==> src/verilog/pmic_pkg.sv <==
// shared constants and types for the power mode controller
`default_nettype none
package pmic_pkg;
	// power mode encoding
	typedef enum logic [2:0] {
		PMIC_NORMAL = 3'h0,
		PMIC_IDLE = 3'h1,
		PMIC_STOP = 3'h2,
		PMIC_SUSPEND = 3'h3,
		PMIC_SLEEP = 3'h4
	} pmic_mode_t;
	// bit positions inside power_control_reg
	localparam int unsigned PMIC_IDLE_BIT = 0;
	localparam int unsigned PMIC_STOP_BIT = 1;
	localparam logic [1:0] PMIC_POWER_CONTROL_REG_RST = 2'h0;
	// fetch address after any reset
	localparam logic [15:0] PMIC_RESET_VECTOR = 16'h0000;
endpackage
`default_nettype wire

==> src/verilog/pmic_power_mode_ctrl.sv <==
// power mode controller: normal, idle, stop, suspend and sleep
`timescale 1ns/1ps
`default_nettype none
module pmic_power_mode_ctrl (
	// clock, reset, enable
	input wire logic i_clk,
	input wire logic i_rst_n,
	input wire logic i_ce,
	// cpu side
	input wire logic i_power_control_reg_wr,
	input wire logic [1:0] i_power_control_reg_wdata,
	input wire logic i_instr_done,
	input wire logic i_pmu_suspend_req,
	input wire logic i_pmu_sleep_req,
	// wake and reset sources
	input wire logic i_irq_pending,
	input wire logic i_wdt_expire,
	input wire logic i_wake_rtc,
	input wire logic i_wake_port,
	input wire logic i_wake_cmp0,
	input wire logic i_wake_rst_pin,
	input wire logic i_two_cell,
	// status and controls
	output logic [2:0] o_mode,
	output logic [1:0] o_power_control_reg,
	output logic o_cpu_halt,
	output logic o_periph_clk_en,
	output logic o_sysclk_en,
	output logic o_prec_osc_en,
	output logic o_lp_osc_en,
	output logic o_core_supply_en,
	output logic o_wdt_reset,
	output logic o_irq_service,
	output logic [15:0] o_fetch_addr
);
	pmic_pkg::pmic_mode_t mode_q, mode_d;
	logic [1:0] power_control_reg_q, power_control_reg_d;
	logic wdt_rst_q, wdt_rst_d;
	logic svc_q, svc_d;
	logic wake_any;
	// a comparator wake is only honoured with a two-cell supply in sleep
	always_comb
	begin
		wake_any = i_wake_rtc | i_wake_port | i_wake_rst_pin;
		if (mode_q == pmic_pkg::PMIC_SLEEP)
			wake_any = wake_any | (i_wake_cmp0 & i_two_cell);
		else
			wake_any = wake_any | i_wake_cmp0;
	end
	// mode sequencing; the select bit is held until the instruction retires
	always_comb
	begin
		mode_d = mode_q;
		power_control_reg_d = power_control_reg_q;
		wdt_rst_d = 1'b0;
		svc_d = 1'b0;
		unique case (mode_q)
			pmic_pkg::PMIC_NORMAL:
			begin
				if (i_power_control_reg_wr)
					power_control_reg_d = i_power_control_reg_wdata;
				if (i_instr_done && power_control_reg_q[pmic_pkg::PMIC_STOP_BIT])
					mode_d = pmic_pkg::PMIC_STOP;
				else if (i_instr_done && power_control_reg_q[pmic_pkg::PMIC_IDLE_BIT])
					mode_d = pmic_pkg::PMIC_IDLE;
				else if (i_instr_done && i_pmu_sleep_req)
					mode_d = pmic_pkg::PMIC_SLEEP;
				else if (i_instr_done && i_pmu_suspend_req)
					mode_d = pmic_pkg::PMIC_SUSPEND;
			end
			pmic_pkg::PMIC_IDLE:
			begin
				if (i_wdt_expire)
					wdt_rst_d = 1'b1;
				else if (i_irq_pending)
				begin
					power_control_reg_d[pmic_pkg::PMIC_IDLE_BIT] = 1'b0;
					svc_d = 1'b1;
					mode_d = pmic_pkg::PMIC_NORMAL;
				end
			end
			pmic_pkg::PMIC_STOP:
			begin
				// interrupts are ignored; only a reset leaves stop
				mode_d = pmic_pkg::PMIC_STOP;
			end
			pmic_pkg::PMIC_SUSPEND, pmic_pkg::PMIC_SLEEP:
			begin
				if (wake_any)
					mode_d = pmic_pkg::PMIC_NORMAL;
			end
			default:
				mode_d = pmic_pkg::PMIC_NORMAL;
		endcase
	end
	// state registers; reset forces normal mode and clears select bits
	always_ff @(posedge i_clk or negedge i_rst_n)
	begin
		if (!i_rst_n)
		begin
			mode_q <= pmic_pkg::PMIC_NORMAL;
			power_control_reg_q <= pmic_pkg::PMIC_POWER_CONTROL_REG_RST;
			wdt_rst_q <= 1'b0;
			svc_q <= 1'b0;
		end
		else if (i_ce)
		begin
			mode_q <= mode_d;
			power_control_reg_q <= power_control_reg_d;
			wdt_rst_q <= wdt_rst_d;
			svc_q <= svc_d;
		end
	end
	// clock and supply gating; the cpu pc is frozen, not reloaded, in idle
	assign o_mode = mode_q;
	assign o_power_control_reg = power_control_reg_q;
	assign o_cpu_halt = (mode_q != pmic_pkg::PMIC_NORMAL);
	assign o_periph_clk_en = (mode_q == pmic_pkg::PMIC_NORMAL) ||
		(mode_q == pmic_pkg::PMIC_IDLE);
	assign o_sysclk_en = (mode_q != pmic_pkg::PMIC_SUSPEND) &&
		(mode_q != pmic_pkg::PMIC_SLEEP);
	assign o_prec_osc_en = (mode_q == pmic_pkg::PMIC_NORMAL) ||
		(mode_q == pmic_pkg::PMIC_IDLE);
	assign o_lp_osc_en = o_sysclk_en;
	assign o_core_supply_en = (mode_q != pmic_pkg::PMIC_SLEEP);
	assign o_wdt_reset = wdt_rst_q;
	assign o_irq_service = svc_q;
	assign o_fetch_addr = pmic_pkg::PMIC_RESET_VECTOR;
endmodule // pmic_power_mode_ctrl
`default_nettype wire

==> config.mk <==
export PLATFORM = sky130hd
export DESIGN_NAME = pmic_power_mode_ctrl
export DESIGN_NICKNAME = d
export VERILOG_FILES = /design/src/verilog/pmic_pkg.sv /design/src/verilog/pmic_power_mode_ctrl.sv
export SDC_FILE = /design/constraint.sdc
export NUM_CORES = 1
export LEC_CHECK = 0
export ABC_AREA = 1
export BUFFER_PORTS_ARGS = -buffer_cell sky130_fd_sc_hd__buf_2
export CAP_MARGIN = 20
export CORE_AREA = 2 2 42 44
export CTS_BUF_LIST = sky130_fd_sc_hd__clkbuf_2
export CTS_CLUSTER_SIZE = 14
export DETAILED_ROUTE_END_ITERATION = 8
export DIE_AREA = 0 0 44 46
export MAX_ROUTING_LAYER = met4
export PLACE_DENSITY_LB_ADDON = 0.25
export SYNTH_ARGS = -nofsm -noshare
export SYNTH_HDL_FRONTEND = slang
export SYNTH_SLANG_ARGS = --single-unit
==> constraint.sdc <==
create_clock -name i_clk -period 1.3 [get_ports i_clk]
set_clock_uncertainty 0.1 [all_clocks]
set_input_delay 0.065 -clock i_clk [delete_from_list [all_inputs] [get_ports i_clk]]
set_output_delay 0.065 -clock i_clk [all_outputs]
set_load 0.01 [all_outputs]
Word level (Yosys, flattened, before mapping):

Index checks and enable logic that the tools add are counted.
W data, S select, Z words.

* bits in registers: 7

* equality and inequality tests: 11
* mux-type cells: 18
* bitwise operators: 5
* reductions and logical operators: 13

Operator list (number)
* $mux W3: 7
* $pmux W3 S4: 1
* $reduce_and A5 Y1: 2
* $mux W1: 9
* $ne A2 B2 Y1 const B: 4
* $eq A3 B2 Y1 const B: 2
* $logic_and A1 B1 Y1: 5
* $ne A5 B5 Y1 const B: 1
* $or A1 B1 Y1: 4
* $eq A3 B1 Y1 const B: 1
* $eq A3 B3 Y1 const B: 1
* $logic_not A3 Y1: 1
* $ne A3 B2 Y1 const B: 1
* $ne A3 B3 Y1 const B: 1
* $reduce_and A3 Y1: 1
* $reduce_bool A3 Y1: 1
* $pmux W1 S2: 1
* $reduce_bool A2 Y1: 1
* $reduce_or A2 Y1: 1
* $and A1 B1 Y1: 1
* $logic_or A1 B1 Y1: 1

Longest topological paths before layout:

* depth in word-level cells: 6
* mapped depth: 7

Worst setup path before layout:

OpenSTA, ideal clock, no wires.

* kind: reg2reg
* start point: register mode_q[0] (netlist: o_mode[0])
* end point: register mode_q[0] (netlist: o_mode[0])
* library setup time: 0.117 ns
* arrival time: 1.080 ns
* path slack: 0.003 ns
* cell stages (with the launch flop): 7
* buffers on the path: 0
* period minus slack after synthesis: 1.297 ns
* path through: dfrtp_1 -> nor2_2 -> nand2_1 -> o21ai_2 -> nand3_4 -> nand3_1 -> nand2_1

* longest elaborated chain between the ends: 4
* elaborated cells on any way between the ends: 13

Ends and longest elaborated chain
* start: declaration: RTL line pmic_power_mode_ctrl.sv:36 `pmic_pkg::pmic_mode_t mode_q, mode_d;`
* start signal: assignment: RTL line pmic_power_mode_ctrl.sv:101 `mode_q <= pmic_pkg::PMIC_NORMAL;`
* start signal: assignment: RTL line pmic_power_mode_ctrl.sv:108 `mode_q <= mode_d;`
* $eq A3 B3 Y1 / $eq A3 B2 Y1 (equally long branches): RTL line pmic_power_mode_ctrl.sv:45, pmic_power_mode_ctrl.sv:57
* $mux W1 / $reduce_or A2 Y1 (equally long branches): RTL line pmic_power_mode_ctrl.sv:45, pmic_power_mode_ctrl.sv:57
* $ne A2 B2 Y1 (no line)
* $reduce_and A5 Y1 (no line)

Parallel ways exist; a longest one is shown, timed or not.
A chain may end at the register's enable or synchronous reset.

Worst setup path in the final report:

* start point: register mode_q[0] (netlist: o_mode[0])
* end point: output port o_prec_osc_en

* longest elaborated chain between the ends: 2
* elaborated cells on any way between the ends: 3

Ends and longest elaborated chain
* $eq A3 B1 Y1 / $logic_not A3 Y1 (equally long branches): RTL line pmic_power_mode_ctrl.sv:123, pmic_power_mode_ctrl.sv:122
* $logic_or A1 B1 Y1 *: RTL line pmic_power_mode_ctrl.sv:122 `assign o_prec_osc_en = (mode_q == pmic_pkg::PMIC_NORMAL) ||`
* end: declaration: RTL line pmic_power_mode_ctrl.sv:29 `output logic o_prec_osc_en,`

Every way passes the cells marked *; elsewhere a longest branch is shown, timed or not.

==> metrics.yaml <==
finish:
  largest_register_ff_count: 3
  stdcell_count: 148
  fillers: 161
  fin_nets: 148
  drive_gt1_share_pct: 50.4
  syn_to_final_growth_pct: 58.2
  multiInputGateArea_um2: 389
  regArea_um2: 176
  diodes: 0
power_and_ir_drop:
  leakage_nw: 0.518
  ir_worst_vdd_mv: 1.04
  cellPowerDensity_nw_per_um2: 1920
die:
  num_rows: 15
  die_area_um2: 2020
  initial_core_util_pct: 36.4
  ios: 45
  coreArea_um2: 1610
  dieHeight_um: 46
  die_x_um: 44
timing:
  drv_slew: 0
  setup_ws_ns: -0.0794
  fmax_mhz: 725
  finalSetupTns_ns: -0.566
  hold_viol: 0
  rsz0062_at_grt: "yes"
  hold_slack_ns: 0.0193
  layout_worst_path_cycle_share_pct: 106
  timing.final.crit_period_ns: 1.38
  setup_viol: 8
synth:
  yosys_warnings: 0
  ys_seq_area_share_pct: 29.9
  syn_area_um2: 587
  synth_compound_area_share_pct: 5.33
  muxShareOfSynthArea_pct: 0
  synth-seq-cells: 7
  synth_top_family_by_area: "simple AND/OR/NAND/NOR gates"
  avgSynthCellArea_um2: 6.90
  synth-xor-area-share_pct: 0
  ys_types: 17
  syn_inst: 85
  synth_fa_ha_area_share_pct: 0
  synth-simple-area-share_pct: 36.7
worst_setup_path:
  worst_setup_path_end_kind: "output pin"
  reg2reg_from: "o_mode[0]"
  arrival_ns: 1.21
  rr_worst_depth: 7
  r2r-end: "o_mode[0]"
  critPathLaunchType: "flip-flop"
  critPathMaxFanout: 5
  cp-startpoint: "o_mode[0]"
  cp.required_ns: 1.13
  rrSetupSlack_ns: -0.07
  crit_type: "flip-flop to output pin"
drt:
  wirelength_um: 1440
  dr.pass1.iters: 4
  via_count: 633
  drtIter0Drc: 8
  route.detailed.drc: 0
  wl_per_cell_um: 9.72
  ant_nets: 0
  viasPerCell: 4.28
clocking:
  cts_sinks: 7
  cts_tree: "yes"
  clk_latency_ns: 0.22
  h-tree-depth: 1
  cts_root_buffer: "clkbuf_2"
  clkTransAtPathRegs_ns: 0.08
  cts_buffer_depth: 2
  cts_buffers: 3
run:
  maxCapViolations: 0
hold_path:
  holdCritStartpoint: "i_wdt_expire"
  hold_path_depth: 3
  hold-path-endpoint: "o_wdt_reset"
  holdCritPathClass: "input port to flip-flop"
grt:
  grt_max_degree: 8
  grt_pass1_vias: 557
  grt_overflow: 0
  grt_usage_pct: 14.5
  antenna_found_initial: 0
  grt_pass1_wl_um: 2040
outcome:
  violations: "setup timing"
  status: "finished with violations"
placement:
  finalWeightedCongestion: 0.766
  dp_cells: 134
  io_buffers: 28
  hpwl_um: 1030
[per-layer routing]
layer	track usage [%]	up-vias	wire, um
li1	-	322	-
met2	25.0	29	778
met5	-	-	0
met1	15.4	280	551
met4	7.27	0	12
met3	3.57	2	96
[metrics by stage]
stage                     util, %  instance area (um^2)  total power (W)  worst slack (ns)
after floorplan                 -                   643         0.000881           0.00281
after global placement       44.7                   722          0.00118           -0.0687
after detailed placement     44.7                   722          0.00119           -0.0594
after CTS                    53.6                   865          0.00165           -0.0627
after global routing         57.5                   928          0.00191            -0.151
final                        57.5                   928          0.00178           -0.0794
[final cells by class]
class                      instances  area share [%]
sequential                         7            19.0
inverter                           7            2.83
multi-input combinational         68            41.9
timing repair buffer              45            31.8
clock buffer                       4            2.16
tap                               17            2.29
[how the worst max path moves through the flow]
stage / to / slack [ns] / depth (start not counted)
detailed placement: o_power_control_reg[0] / -0.06 / 6
global placement: o_power_control_reg[0] / -0.07 / 6
floorplan: o_mode[0] / 0.003 / 6
CTS: o_lp_osc_en / -0.06 / 5
finish: o_prec_osc_en / -0.08 / 5
global route: o_prec_osc_en / -0.15 / 5
[placed cells by master (no fill, tap or decap)]
cell,netlist,layout
dlygate4sd3_1,0,3
inv_1,7,5
nor2_1,8,6
buf_2,0,26
nand2_2,1,2
nor3_1,2,1
inv_2,0,2
o21ai_0,2,2
buf_6,0,4
nor2_2,2,1
nand3b_1,1,1
clkbuf_2,0,4
buf_4,18,12
conb_1,1,16
nand2_4,0,2
dfrtp_1,7,6
or2_2,1,1
nand3_4,1,2
nor3_2,0,1
nand3_1,7,2
nand2_1,24,21
o21ai_4,0,1
nor2_4,0,3
a21oi_1,1,1
dfrtp_2,0,1
nand3_2,0,4
o21bai_1,1,1
[worst max-delay path: stages (launching register included)]
cell and delay [ns]:
dfrtp_2 0.45, nor2_4 0.18, nand2_2 0.09, buf_6 0.13, nand2_4 0.05, buf_6 0.09
[cell families (layout without fill, tap and decap cells)]
group,count (synthesis),count (layout)
and+or+nand+nor,47,47
buffers and inverters,25,56
DFF,7,7
other,1,16
AOI/OAI and AO/OA,5,5
[timing repair]
item	CTS	global route
buffers inserted	5	2
setup endpoints to repair	11	10
hold endpoints to repair	9	0
resized for setup	14	11
pin swaps	4	6
hold buffers	3	0
[synthesized netlist by cell type]
master	count	area (um^2)
nand2_1	24	90.1
buf_4	18	135
nor2_1	8	30.0
dfrtp_1	7	175
inv_1	7	26.3
nand3_1	7	35.0
nor2_2	2	12.5
nor3_1	2	10.0
o21ai_0	2	10.0
a21oi_1	1	5.00
conb_1	1	3.75
nand2_2	1	6.26
nand3_4	1	17.5
nand3b_1	1	7.51
o21ai_2	1	8.76
o21bai_1	1	7.51
or2_2	1	6.26
[power by group]
part           switching [W]  internal (W)  total, W  leakage, nW
clock network      0.0000811     0.0000819  0.000163       0.0166
registers          0.0000749      0.000294  0.000369       0.0888
logic               0.000624      0.000622   0.00125        0.413
total               0.000780      0.000999   0.00178        0.518
Note: power is estimated with default switching activity, not from simulation.
